**src/logic/pocu_pkg.sv**
```systemverilog
// Shared constants of the power output control block: register indices,
// field positions, reset values and the layout of the synchronised input vector.
// Assumes a 32-bit APB slave whose register at index N sits at byte address 4*N.
package pocu_pkg;

	localparam int          NUM_BRIDGES    = 4;
	localparam int          NUM_LAMPS      = 3;
	localparam int          ADDR_WIDTH     = 12;

	// Register indices; byte address is four times the index
	localparam logic [7:0]  IDX_SYS_CTRL    = 8'h00;
	localparam logic [7:0]  IDX_BRIDGE_OUT  = 8'h01;
	localparam logic [7:0]  IDX_LAMP_OUT    = 8'h02;
	localparam logic [7:0]  IDX_BRIDGE_STAT = 8'h03;
	localparam logic [7:0]  IDX_LAMP_STAT   = 8'h04;
	localparam logic [7:0]  IDX_IRQ_FLAG    = 8'h08;
	localparam logic [7:0]  IDX_IRQ_MASK    = 8'h09;

	// Reset value of every register
	localparam logic [7:0]  REG_RESET      = 8'h00;

	// System control fields
	localparam int          SYS_POWER_STAGE_ENABLE_BIT   = 7;
	localparam int          SYS_VIS_BIT    = 6;
	localparam int          SYS_HTS_LSB    = 0;
	// Bridge status/control fields
	localparam int          BSC_RECIRC_BIT = 7;
	localparam int          BSC_OCF_LSB    = 0;
	// Lamp output and lamp status fields
	localparam int          LAMP_HVDD_BIT  = 7;
	localparam int          LAMP_PWM_LSB   = 3;
	localparam int          LAMP_ON_LSB    = 0;
	localparam int          LST_OCF_LSB    = 0;
	// Interrupt flag and mask fields
	localparam int          IFR_UV_BIT     = 0;
	localparam int          IFR_OV_BIT     = 1;
	localparam int          IFR_TW_BIT     = 2;
	localparam int          IFR_TR_BIT     = 3;
	localparam int          IMR_TW_BIT     = 2;

	// Positions in the synchronised input vector
	localparam int          SY_PWM         = 0;
	localparam int          SY_HBH_LSB     = 1;
	localparam int          SY_HBL_LSB     = 5;
	localparam int          SY_LOC_LSB     = 9;
	localparam int          SY_TW          = 12;
	localparam int          SY_TR          = 13;
	localparam int          SY_UV          = 14;
	localparam int          SY_OV          = 15;
	localparam int          SY_WIDTH       = 16;

endpackage : pocu_pkg

```
**src/logic/pocu_top.sv**
```systemverilog
// Power output control: APB registers, fault flags, lamp drivers, four bridges.
// Assumes analog fault comparators and the PWM pin are asynchronous levels.
`timescale 1ns/1ps
// Overview of operation
// - Bridge selects 00 off, 01 low on, 10 high on, 11 high under PWM.
// - In bridge PWM mode the high switch follows the PWM pin.
// - Recirculation bit turns the low switch on while PWM high is off.
// - Reset clears all bridge select bits so every switch starts off.
// - Over-current turns the affected switch off and sets the bridge flag.
// - Writing one clears a bridge flag and re-enables it; zero does nothing.
// - Warning temperature sets its flag; interrupt only when mask bit set.
// - Enabled temperature shutdown turns off lamps and bridge high switches.
// - Temperature flag clears by write one or reset, not while hot.
// - Without shutdown, the higher threshold switches off every power stage.
// - Voltage flags disable bridges and lamps unless inhibit bit set.
// - Voltage flags clear by write one or reset, not while fault persists.
// - Lamps work only while the power stage enable bit is set.
// - Lamp on bit alone keeps it on; both bits clear keep it off.
// - Continuous lamp over-current sets flag, output off until flag cleared.
// - PWM-only lamp follows PWM; over-current cuts it until next rising edge.
// - Both lamp bits: on with inrush limit, flag set, no latch-off.
// - Bridges operate only while the power stage enable bit is set.
// - Never both switches of a bridge on; one waits for the other.
module pocu_top
	import pocu_pkg::*;
(
	input  wire logic                   clk,
	input  wire logic                   sys_rst,
	input  wire logic                   psel,
	input  wire logic                   penable,
	input  wire logic                   pwrite,
	input  wire logic [ADDR_WIDTH-1:0]  paddr,
	input  wire logic [31:0]            pwdata,
	output logic      [31:0]            prdata,
	output logic                        pready,
	output logic                        pslverr,
	input  wire logic                   pwmIn,
	input  wire logic [NUM_BRIDGES-1:0] bridgeHighOc,
	input  wire logic [NUM_BRIDGES-1:0] bridgeLowOc,
	input  wire logic [NUM_LAMPS-1:0]   lampOc,
	input  wire logic                   tempWarnIn,
	input  wire logic                   tempResetIn,
	input  wire logic                   underVoltIn,
	input  wire logic                   overVoltIn,
	output logic      [NUM_BRIDGES-1:0] bridgeHighOn,
	output logic      [NUM_BRIDGES-1:0] bridgeLowOn,
	output logic      [NUM_LAMPS-1:0]   lampOn,
	output logic                        hvddOn,
	output logic                        auxStagesOff,
	output logic                        tempIrq
);

	typedef struct packed {
		logic [7:0]             system_control_reg;
		logic [7:0]             bridgeOut;
		logic [7:0]             lampOut;
		logic                   recirc;
		logic [NUM_BRIDGES-1:0] bridgeOcf;
		logic [NUM_LAMPS-1:0]   lampOcf;
		logic [NUM_LAMPS-1:0]   lampCut;
		logic                   uvFlag;
		logic                   ovFlag;
		logic                   twFlag;
		logic                   trFlag;
		logic                   twMask;
		logic                   pwmPrev;
		logic [NUM_LAMPS-1:0]   lampOn;
		logic                   hvddOn;
		logic                   auxOff;
		logic                   irq;
		logic                   ready;
		logic                   slverr;
		logic [31:0]            rdata;
	} pocu_state_s;

	pocu_state_s            s_d;
	pocu_state_s            s_q;
	logic [SY_WIDTH-1:0]    syncIn;
	logic                   pwmS;
	logic [NUM_BRIDGES-1:0] ocH;
	logic [NUM_BRIDGES-1:0] ocL;
	logic [NUM_LAMPS-1:0]   ocLamp;
	logic                   twIn;
	logic                   trIn;
	logic                   uvIn;
	logic                   ovIn;
	logic                   wrEn;
	logic                   mapped;
	logic [NUM_BRIDGES-1:0] clrB;
	logic [NUM_LAMPS-1:0]   clrL;
	logic [7:0]             clrI;
	logic                   power_stage_enable;
	logic                   htsEn;
	logic                   voltShut;
	logic                   warnShut;
	logic                   bridgeEn;
	logic                   lampGate;
	logic                   pwmRise;

	// Address decode of one register word
	function automatic logic isReg(input logic [ADDR_WIDTH-1:0] a, input logic [7:0] idx);
		return (a[1:0] == 2'b00) && (a[ADDR_WIDTH-1:2] == {2'b00, idx});
	endfunction : isReg

	pocu_sync #(
		.WIDTH (SY_WIDTH)
	) u_sync (
		.clk     (clk),
		.sys_rst (sys_rst),
		.asyncIn ({overVoltIn, underVoltIn, tempResetIn, tempWarnIn,
		           lampOc, bridgeLowOc, bridgeHighOc, pwmIn}),
		.syncOut (syncIn)
	);

	// Synchronised input fields
	assign pwmS   = syncIn[SY_PWM];
	assign ocH    = syncIn[SY_HBH_LSB +: NUM_BRIDGES];
	assign ocL    = syncIn[SY_HBL_LSB +: NUM_BRIDGES];
	assign ocLamp = syncIn[SY_LOC_LSB +: NUM_LAMPS];
	assign twIn   = syncIn[SY_TW];
	assign trIn   = syncIn[SY_TR];
	assign uvIn   = syncIn[SY_UV];
	assign ovIn   = syncIn[SY_OV];

	// Bus write strobe, decode and write-one-to-clear masks
	assign wrEn   = psel & penable & s_q.ready & pwrite;
	assign mapped = isReg(paddr, IDX_SYS_CTRL) | isReg(paddr, IDX_BRIDGE_OUT)
	              | isReg(paddr, IDX_LAMP_OUT) | isReg(paddr, IDX_BRIDGE_STAT)
	              | isReg(paddr, IDX_LAMP_STAT) | isReg(paddr, IDX_IRQ_FLAG)
	              | isReg(paddr, IDX_IRQ_MASK);
	assign clrB   = (wrEn && isReg(paddr, IDX_BRIDGE_STAT)) ?
	                pwdata[BSC_OCF_LSB +: NUM_BRIDGES] : '0;
	assign clrL   = (wrEn && isReg(paddr, IDX_LAMP_STAT)) ?
	                pwdata[LST_OCF_LSB +: NUM_LAMPS] : '0;
	assign clrI   = (wrEn && isReg(paddr, IDX_IRQ_FLAG)) ? pwdata[7:0] : 8'h00;

	// Shutdown conditions from stored flags and control bits
	assign power_stage_enable     = s_q.system_control_reg[SYS_POWER_STAGE_ENABLE_BIT];
	assign htsEn    = |s_q.system_control_reg[SYS_HTS_LSB +: 2];
	assign voltShut = (s_q.uvFlag | s_q.ovFlag) & ~s_q.system_control_reg[SYS_VIS_BIT];
	assign warnShut = s_q.twFlag & htsEn;
	assign bridgeEn = power_stage_enable & ~voltShut & ~s_q.trFlag;
	assign lampGate = power_stage_enable & ~voltShut & ~warnShut & ~s_q.trFlag;
	assign pwmRise  = pwmS & ~s_q.pwmPrev;

	// Next-state logic of registers, flags, lamps and bus answer
	always_comb begin
		s_d         = s_q;
		s_d.pwmPrev = pwmS;
		// APB answers one cycle into the access phase
		s_d.ready   = 1'b0;
		s_d.slverr  = 1'b0;
		s_d.rdata   = '0;
		if (psel && penable && !s_q.ready) begin
			s_d.ready  = 1'b1;
			s_d.slverr = ~mapped;
			if (isReg(paddr, IDX_SYS_CTRL)) begin
				s_d.rdata[7:0] = s_q.system_control_reg;
			end else if (isReg(paddr, IDX_BRIDGE_OUT)) begin
				s_d.rdata[7:0] = s_q.bridgeOut;
			end else if (isReg(paddr, IDX_LAMP_OUT)) begin
				s_d.rdata[7:0] = s_q.lampOut;
			end else if (isReg(paddr, IDX_BRIDGE_STAT)) begin
				s_d.rdata[BSC_RECIRC_BIT]                = s_q.recirc;
				s_d.rdata[BSC_OCF_LSB +: NUM_BRIDGES]    = s_q.bridgeOcf;
			end else if (isReg(paddr, IDX_LAMP_STAT)) begin
				s_d.rdata[LST_OCF_LSB +: NUM_LAMPS]      = s_q.lampOcf;
			end else if (isReg(paddr, IDX_IRQ_FLAG)) begin
				s_d.rdata[IFR_UV_BIT] = s_q.uvFlag;
				s_d.rdata[IFR_OV_BIT] = s_q.ovFlag;
				s_d.rdata[IFR_TW_BIT] = s_q.twFlag;
				s_d.rdata[IFR_TR_BIT] = s_q.trFlag;
			end else if (isReg(paddr, IDX_IRQ_MASK)) begin
				s_d.rdata[IMR_TW_BIT] = s_q.twMask;
			end
		end
		// Plain control register writes
		if (wrEn && isReg(paddr, IDX_SYS_CTRL)) begin
			s_d.system_control_reg = pwdata[7:0];
		end
		if (wrEn && isReg(paddr, IDX_BRIDGE_OUT)) begin
			s_d.bridgeOut = pwdata[7:0];
		end
		if (wrEn && isReg(paddr, IDX_LAMP_OUT)) begin
			s_d.lampOut = pwdata[7:0];
		end
		if (wrEn && isReg(paddr, IDX_BRIDGE_STAT)) begin
			s_d.recirc = pwdata[BSC_RECIRC_BIT];
		end
		if (wrEn && isReg(paddr, IDX_IRQ_MASK)) begin
			s_d.twMask = pwdata[IMR_TW_BIT];
		end
		// Bridge flags, write one clears, set wins
		s_d.bridgeOcf = (s_q.bridgeOcf & ~clrB) | ocH | ocL;
		s_d.lampOcf   = (s_q.lampOcf & ~clrL) | ocLamp;
		// Voltage flags hold while fault present
		s_d.uvFlag    = uvIn | (s_q.uvFlag & ~clrI[IFR_UV_BIT]);
		s_d.ovFlag    = ovIn | (s_q.ovFlag & ~clrI[IFR_OV_BIT]);
		s_d.twFlag    = twIn | (s_q.twFlag & ~clrI[IFR_TW_BIT]);
		s_d.trFlag    = (trIn & ~htsEn) | (s_q.trFlag & ~clrI[IFR_TR_BIT]);
		// Lamp channels
		for (int i = 0; i < NUM_LAMPS; i++) begin
			// Cut until next rising PWM edge
			s_d.lampCut[i] = ocLamp[i] | (s_q.lampCut[i] & ~pwmRise);
			unique case ({s_q.lampOut[LAMP_PWM_LSB + i], s_q.lampOut[LAMP_ON_LSB + i]})
				2'b00: s_d.lampOn[i] = 1'b0;
				2'b01: s_d.lampOn[i] = ~s_q.lampOcf[i] & ~ocLamp[i];
				2'b10: s_d.lampOn[i] = pwmS & ~s_q.lampCut[i] & ~ocLamp[i];
				2'b11: s_d.lampOn[i] = ~s_q.lampCut[i] & ~ocLamp[i];
			endcase
			s_d.lampOn[i] = s_d.lampOn[i] & lampGate;
		end
		s_d.hvddOn = power_stage_enable & s_q.lampOut[LAMP_HVDD_BIT] & ~s_q.trFlag;
		s_d.auxOff = s_q.trFlag;
		s_d.irq    = s_q.twFlag & s_q.twMask;
	end

	// State register
	always_ff @(posedge clk or posedge sys_rst) begin
		if (sys_rst) begin
			s_q <= '0;
		end else begin
			s_q <= s_d;
		end
	end

	// Half-bridge instances
	for (genvar b = 0; b < NUM_BRIDGES; b++) begin : g_bridge
		pocu_bridge u_bridge (
			.clk       (clk),
			.sys_rst   (sys_rst),
			.highSel   (s_q.bridgeOut[2*b+1]),
			.lowSel    (s_q.bridgeOut[2*b]),
			.recirc    (s_q.recirc),
			.pwm       (pwmS),
			.enable    (bridgeEn),
			.highBlock (warnShut),
			.ocHigh    (ocH[b]),
			.ocLow     (ocL[b]),
			.ocClear   (clrB[b]),
			.highOn    (bridgeHighOn[b]),
			.lowOn     (bridgeLowOn[b])
		);
	end

	// Registered outputs
	assign prdata       = s_q.rdata;
	assign pready       = s_q.ready;
	assign pslverr      = s_q.slverr;
	assign lampOn       = s_q.lampOn;
	assign hvddOn       = s_q.hvddOn;
	assign auxStagesOff = s_q.auxOff;
	assign tempIrq      = s_q.irq;

	// Checks on the protection behaviour
	property p_bbm;
		@(posedge clk) disable iff (sys_rst) (bridgeHighOn & bridgeLowOn) == '0;
	endproperty
	a_bbm: assert property (p_bbm) else $error("both bridge switches on");

	property p_ocf_set;
		@(posedge clk) disable iff (sys_rst)
		|(ocH | ocL) |=> ((s_q.bridgeOcf & $past(ocH | ocL)) == $past(ocH | ocL));
	endproperty
	a_ocf_set: assert property (p_ocf_set) else $error("bridge flag not set");

	property p_ocf_clr;
		@(posedge clk) disable iff (sys_rst)
		(clrB & ~(ocH | ocL)) != '0 |=> (s_q.bridgeOcf & $past(clrB & ~(ocH | ocL))) == '0;
	endproperty
	a_ocf_clr: assert property (p_ocf_clr) else $error("bridge flag not cleared");

	property p_tw_hold;
		@(posedge clk) disable iff (sys_rst) (clrI[IFR_TW_BIT] && twIn) |=> s_q.twFlag;
	endproperty
	a_tw_hold: assert property (p_tw_hold) else $error("hot flag cleared");

	property p_irq;
		@(posedge clk) disable iff (sys_rst) 1'b1 |=> tempIrq == $past(s_q.twFlag & s_q.twMask);
	endproperty
	a_irq: assert property (p_irq) else $error("interrupt mismatch");

	property p_volt;
		@(posedge clk) disable iff (sys_rst)
		voltShut |=> (bridgeHighOn == '0 && bridgeLowOn == '0 && lampOn == '0);
	endproperty
	a_volt: assert property (p_volt) else $error("output on in voltage fault");

	property p_power_stage_enable;
		@(posedge clk) disable iff (sys_rst)
		!power_stage_enable |=> (bridgeHighOn == '0 && bridgeLowOn == '0 && lampOn == '0);
	endproperty
	a_power_stage_enable: assert property (p_power_stage_enable) else $error("output on without enable");

	property p_trip_all;
		@(posedge clk) disable iff (sys_rst)
		s_q.trFlag |=> (auxStagesOff && !hvddOn && bridgeHighOn == '0
		 && bridgeLowOn == '0 && lampOn == '0);
	endproperty
	a_trip_all: assert property (p_trip_all) else $error("stage on after hot trip");

	property p_warn;
		@(posedge clk) disable iff (sys_rst) warnShut |=> (bridgeHighOn == '0 && lampOn == '0);
	endproperty
	a_warn: assert property (p_warn) else $error("high side on in shutdown");

	property p_lamp_pwm;
		@(posedge clk) disable iff (sys_rst)
		(s_q.lampOut[LAMP_PWM_LSB + 1] && !s_q.lampOut[LAMP_ON_LSB + 1] && lampGate
		 && !s_q.lampCut[1] && !ocLamp[1]) |=> lampOn[1] == $past(pwmS);
	endproperty
	a_lamp_pwm: assert property (p_lamp_pwm) else $error("lamp not following pwm");

	property p_lamp_on;
		@(posedge clk) disable iff (sys_rst)
		(!s_q.lampOut[LAMP_PWM_LSB] && s_q.lampOut[LAMP_ON_LSB] && lampGate
		 && !s_q.lampOcf[0] && !ocLamp[0]) |=> lampOn[0];
	endproperty
	a_lamp_on: assert property (p_lamp_on) else $error("lamp not on");

	property p_apb;
		@(posedge clk) disable iff (sys_rst) (psel && penable && !pready) |=> pready;
	endproperty
	a_apb: assert property (p_apb) else $error("no bus answer");

	// Main scenarios
	c_bridge_pwm: cover property (@(posedge clk) disable iff (sys_rst)
		bridgeHighOn[0] ##1 !bridgeHighOn[0] ##2 bridgeLowOn[0]);
	c_lamp_reon: cover property (@(posedge clk) disable iff (sys_rst)
		s_q.lampCut[0] ##1 pwmRise ##1 lampOn[0]);
	c_tw_irq: cover property (@(posedge clk) disable iff (sys_rst) tempIrq);
	c_flag_clr: cover property (@(posedge clk) disable iff (sys_rst)
		s_q.bridgeOcf[0] ##1 !s_q.bridgeOcf[0]);

endmodule : pocu_top

```
**src/logic/pocu_sync.sv**
```systemverilog
// Two-flop synchroniser for a vector of independent asynchronous levels.
// Assumes each bit is a slow level; no bus coherence is implied across bits.
`timescale 1ns/1ps
module pocu_sync #(
	parameter int WIDTH = 16
) (
	input  wire logic             clk,
	input  wire logic             sys_rst,
	input  wire logic [WIDTH-1:0] asyncIn,
	output logic      [WIDTH-1:0] syncOut
);

	typedef struct packed {
		logic [WIDTH-1:0] stage1;
		logic [WIDTH-1:0] stage2;
	} pocu_sync_s;

	pocu_sync_s s_d;
	pocu_sync_s s_q;

	// First stage feeds only the second stage
	always_comb begin
		s_d        = s_q;
		s_d.stage1 = asyncIn;
		s_d.stage2 = s_q.stage1;
	end

	// State register
	always_ff @(posedge clk or posedge sys_rst) begin
		if (sys_rst) begin
			s_q <= '0;
		end else begin
			s_q <= s_d;
		end
	end

	assign syncOut = s_q.stage2;

endmodule : pocu_sync

```
**src/logic/pocu_bridge.sv**
```systemverilog
// One half-bridge: mode decode, PWM and recirculation, trip latches, dead time.
// Assumes all inputs are synchronous to clk; outputs are registered gate commands.
`timescale 1ns/1ps
module pocu_bridge (
	input  wire logic clk,
	input  wire logic sys_rst,
	input  wire logic highSel,
	input  wire logic lowSel,
	input  wire logic recirc,
	input  wire logic pwm,
	input  wire logic enable,
	input  wire logic highBlock,
	input  wire logic ocHigh,
	input  wire logic ocLow,
	input  wire logic ocClear,
	output logic      highOn,
	output logic      lowOn
);

	typedef struct packed {
		logic highQ;
		logic lowQ;
		logic tripH;
		logic tripL;
	} pocu_bridge_s;

	pocu_bridge_s s_d;
	pocu_bridge_s s_q;
	logic         wantH;
	logic         wantL;

	always_comb begin
		s_d   = s_q;
		wantH = 1'b0;
		wantL = 1'b0;
		unique case ({highSel, lowSel})
			2'b00: begin
				wantH = 1'b0;
				wantL = 1'b0;
			end
			2'b01: begin
				wantH = 1'b0;
				wantL = 1'b1;
			end
			2'b10: begin
				wantH = 1'b1;
				wantL = 1'b0;
			end
			2'b11: begin
				wantH = pwm;
				wantL = recirc & ~pwm;
			end
		endcase
		// Tripped switch held off; set wins over clear
		s_d.tripH = ocHigh | (s_q.tripH & ~ocClear);
		s_d.tripL = ocLow | (s_q.tripL & ~ocClear);
		// Gating by enable, temperature and trips
		wantH = wantH & enable & ~highBlock & ~s_q.tripH & ~ocHigh;
		wantL = wantL & enable & ~s_q.tripL & ~ocLow;
		s_d.highQ = wantH & ~s_q.lowQ;
		s_d.lowQ  = wantL & ~wantH & ~s_q.highQ;
	end

	// State register
	always_ff @(posedge clk or posedge sys_rst) begin
		if (sys_rst) begin
			s_q <= '0;
		end else begin
			s_q <= s_d;
		end
	end

	assign highOn = s_q.highQ;
	assign lowOn  = s_q.lowQ;

endmodule : pocu_bridge

```
**config.mk**
```make
export PLATFORM = sky130hd
export DESIGN_NAME = pocu_top
export DESIGN_NICKNAME = d
export VERILOG_FILES = /design/src/logic/pocu_pkg.sv /design/src/logic/pocu_top.sv /design/src/logic/pocu_sync.sv /design/src/logic/pocu_bridge.sv
export SDC_FILE = /design/constraint.sdc
export NUM_CORES = 1
export LEC_CHECK = 0
export BUFFER_PORTS_ARGS = -buffer_cell sky130_fd_sc_hd__buf_4
export CORE_MARGIN = 3
export CORE_UTILIZATION = 47
export CTS_CLUSTER_DIAMETER = 80
export DETAILED_ROUTE_END_ITERATION = 16
export PLACE_DENSITY = 0.87
export SYNTH_ARGS = -nofsm -noshare
export SYNTH_HDL_FRONTEND = slang
export SYNTH_SLANG_ARGS = --single-unit
```
**constraint.sdc**
```tcl
create_clock -name clk -period 4.1 [get_ports clk]
set_clock_uncertainty 0.05 [all_clocks]
set_input_delay 1.23 -clock clk [delete_from_list [all_inputs] [get_ports clk]]
set_output_delay 1.23 -clock clk [all_outputs]
set_load 0.1 [all_outputs]
```
==> flow_summary_export.csv <==
group,metric,value,unit
outcome,status,"finished clean",
power,pwr-share-seq,57.4,%
floorplanning,start_util,49.0,%
run,maxCapViolations,0,
worst_setup_path,worst-path-max-fanout,12,
sta,rsz0062_at_grt,"false",
cts,cts_resized,0,
floorplanning,dieArea,0.0104,mm²
grt,grt_antenna_before_repair,0,
synthesis,syn_area_per_cell,12.2,µm²
cts,holdBufCountCts,0,
synthesis,synth_area_leader_cell,"dfrtp_1",
cts,clk_latency,0.37,ns
synthesis,synth_edf_count,0,
finish,area_growth,12.6,%
min_path,hold_path.class,"flip-flop to flip-flop",
floorplanning,num_io_pins,113,
detailed_routing,vias,2844,
cts,cts_root_buf,"clkbuf_8",
detailed_routing,first_iter_violations,193,
power,swShare,28.6,%
synthesis,synth-main-ff-cell,"dfrtp_1",
power,clockPowerShare,32.0,%
power,switching_power,0.531,mW
worst_setup_path,end_kind,"flip-flop",
sta,finalSetupTns,0,ns
finish,design_area,0.00486,mm²
synthesis,yosysMostFrequentCell,"dfrtp_1",
synthesis,yosys_register_bits,105,
detailed_routing,drc,0,
sta,finalMaxSlewViolations,0,
sta,max_freq,0.338,GHz
detailed_routing,ant_nets,0,
sta,period_minus_slack,2.96,ns
power,power.internal,1.32,mW
worst_setup_path,worst-setup-path-type,"input pin to flip-flop",
synthesis,synth_area_leaders,"dfrtp_1, buf_4, mux2_2, a21o_1, nand2_1",
floorplanning,placementRows,34,
placed_design,port_buffers,64,
floorplanning,die_w,102,µm
power,power.density,382,mW/mm²
detailed_routing,post_drt_wl_per_cell,17.3,µm
floorplanning,core-area,0.00881,mm²
finish,antenna_cells,0,
cts,cts_buffer_depth,2,
worst_setup_path,startpoint_type,"input pin",
detailed_routing,wirelength,8910,µm
grt,grt_max_degree,86,
sta,tightest_slew,0.986,ns
placed_design,dpl_cell_area,0.00467,mm²
power,worst_ir_drop_vdd,0.000218,V
cts,cts_tree,"done",
synthesis,yosysSeqAreaShare,60.9,%
detailed_routing,dr.pass1.iters,5,
cts,cts_setup_buffers,0,
finish,seq_area,0.00263,mm²
worst_setup_path,crit_arrival,3.17,ns
synthesis,yosys_warnings,0,
grt,first_global_vias,2820,
cts,path_clk_slew,0.10,ns
grt,gr-total-overflow,0,
worst_setup_path,cp.required,4.31,ns
cts,clock-sinks,105,
sta,hold_violations,0,
grt,grt_pass1_wl,14300,µm
finish,fillerInstances,715,
cts,htree_levels,3,
placed_design,dp.cells,500,
power,p_leak,2.19,nW
floorplanning,dieHeight,102,µm
sta,relSlewSlack,34.2,%
synthesis,async_reset_ff_share,100,%
synthesis,synth.top_cell.area_share,60.9,%
synthesis,synth_cell_types,40,
sta,finalCritPeriodShare,72.2,%
placed_design,gp_congestion,0.962,
grt,gr-usage-all-layers,18.2,%
synthesis,synth_area,0.00432,mm²
finish,finalNonFillerCells,516,
detailed_routing,viasPerCell,5.51,
cts,cts_buffers,9,
finish,layout.nets,468,
synthesis,synthCells,354,
finish,drive_gt1_share,27.7,%
synthesis,ys_top_cells_by_count,"dfrtp_1, buf_4, nand2_1, mux2_2, nor2_1",
power,combPwrFrac,10.6,%
finish,multiInputGateArea,0.00138,mm²
sta,setup_viol,0,
placed_design,dp_hpwl,6400,µm
-- per-stage QoR --
step                      util [%]  total power, mW  setup WS (ns)  hold slack [ns]
after detailed placement      53.1             1.28          0.792            0.285
after global placement        53.1             1.28          0.840            0.281
final                         55.2             1.85           1.14            0.306
after floorplan                  -             1.25         0.0595            0.281
after CTS                     55.2             1.87           1.16            0.310
after global routing          55.2             1.93           1.07            0.315
-- sequential cells by signal, summed over array words and instances, names as in the netlist --
| name | flops |
|---|---|
| s_q | 39 |
| u_sync.s_d | 16 |
| pready | 1 |
| auxStagesOff | 1 |
| lampOn | 3 |
| power_stage_enable | 1 |
| pslverr | 1 |
| hvddOn | 1 |
| s_d | 1 |
| prdata | 8 |
| tempIrq | 1 |
| g_bridge.u_bridge.highOn | 4 |
| g_bridge.u_bridge.s_q | 8 |
| g_bridge.u_bridge.lowOn | 4 |
| u_sync.syncOut | 16 |
-- per-layer routing --
metal | vias to the layer above | GRT usage (%) | share of wire (%)
met5 | - | 0 | 0
met3 | 27 | 4.37 | 8.0
li1 | 1273 | - | -
met2 | 147 | 29.3 | 48
met4 | 0 | 6.26 | 2.3
met1 | 1397 | 24.6 | 42
-- power groups by stage --
stage | combinational [mW] | clock (mW) | sequential, mW
after floorplan | 0.156 | 0 | 1.09
after global placement | 0.194 | 0 | 1.08
after detailed placement | 0.197 | 0 | 1.09
after CTS | 0.197 | 0.609 | 1.06
after global routing | 0.208 | 0.658 | 1.07
final | 0.197 | 0.593 | 1.06
-- cells by family after synthesis --
family                 share of synthesized area [%]
AO/OA/AOI/OAI                                   10.4
buffers and inverters                           9.07
flip-flops                                      60.9
multiplexers                                    6.52
other                                         0.0869
AND/OR/NAND/NOR                                 13.1
-- final timing paths --
check | startpoint | end | slack, ns | cells past startpoint
max | paddr[4] | s_q[70] | 1.14 | 4
min | u_sync.s_d[0] | u_sync.syncOut[0] | 0.31 | 0
min in group asynchronous | sys_rst | u_sync.s_d[7] | 1.03 | 2
min reg2reg | u_sync.s_d[0] | u_sync.syncOut[0] | 0.31 | 0
max reg2reg | pready | s_q[70] | 2.22 | 4
max in group asynchronous | sys_rst | lampOn[2] | 2.22 | 3
-- layout by cell type (no fill, tap or decap), types with 5 or more instances in the layout --
cell	Yosys	routed
nand2b_1	7	7
nand2_1	24	24
nor3_1	6	6
nor4b_1	5	5
conb_1	1	24
a211oi_1	7	7
o21ai_0	15	15
mux2_2	23	23
buf_4	45	66
a21o_1	17	17
or4_1	5	5
inv_1	8	7
nand3_1	12	12
nor2_1	20	20
a21oi_1	10	10
clkbuf_8	0	9
dfrtp_1	105	105
-- cell type report --
cell class	instances	share of cell area [%]
clock buffer	9	2.55
tap	108	2.78
multi-input combinational	213	28.4
timing repair buffer	66	10.2
sequential	105	54.1
clock inverter	7	1.31
inverter	8	0.669
-- worst max-delay path: stages --
cell	delay [ns]
buf_4	0.16
or4_1	0.82
nor3_4	0.57
mux2_2	0.40
No activity file was read; power rests on OpenSTA's default activity.
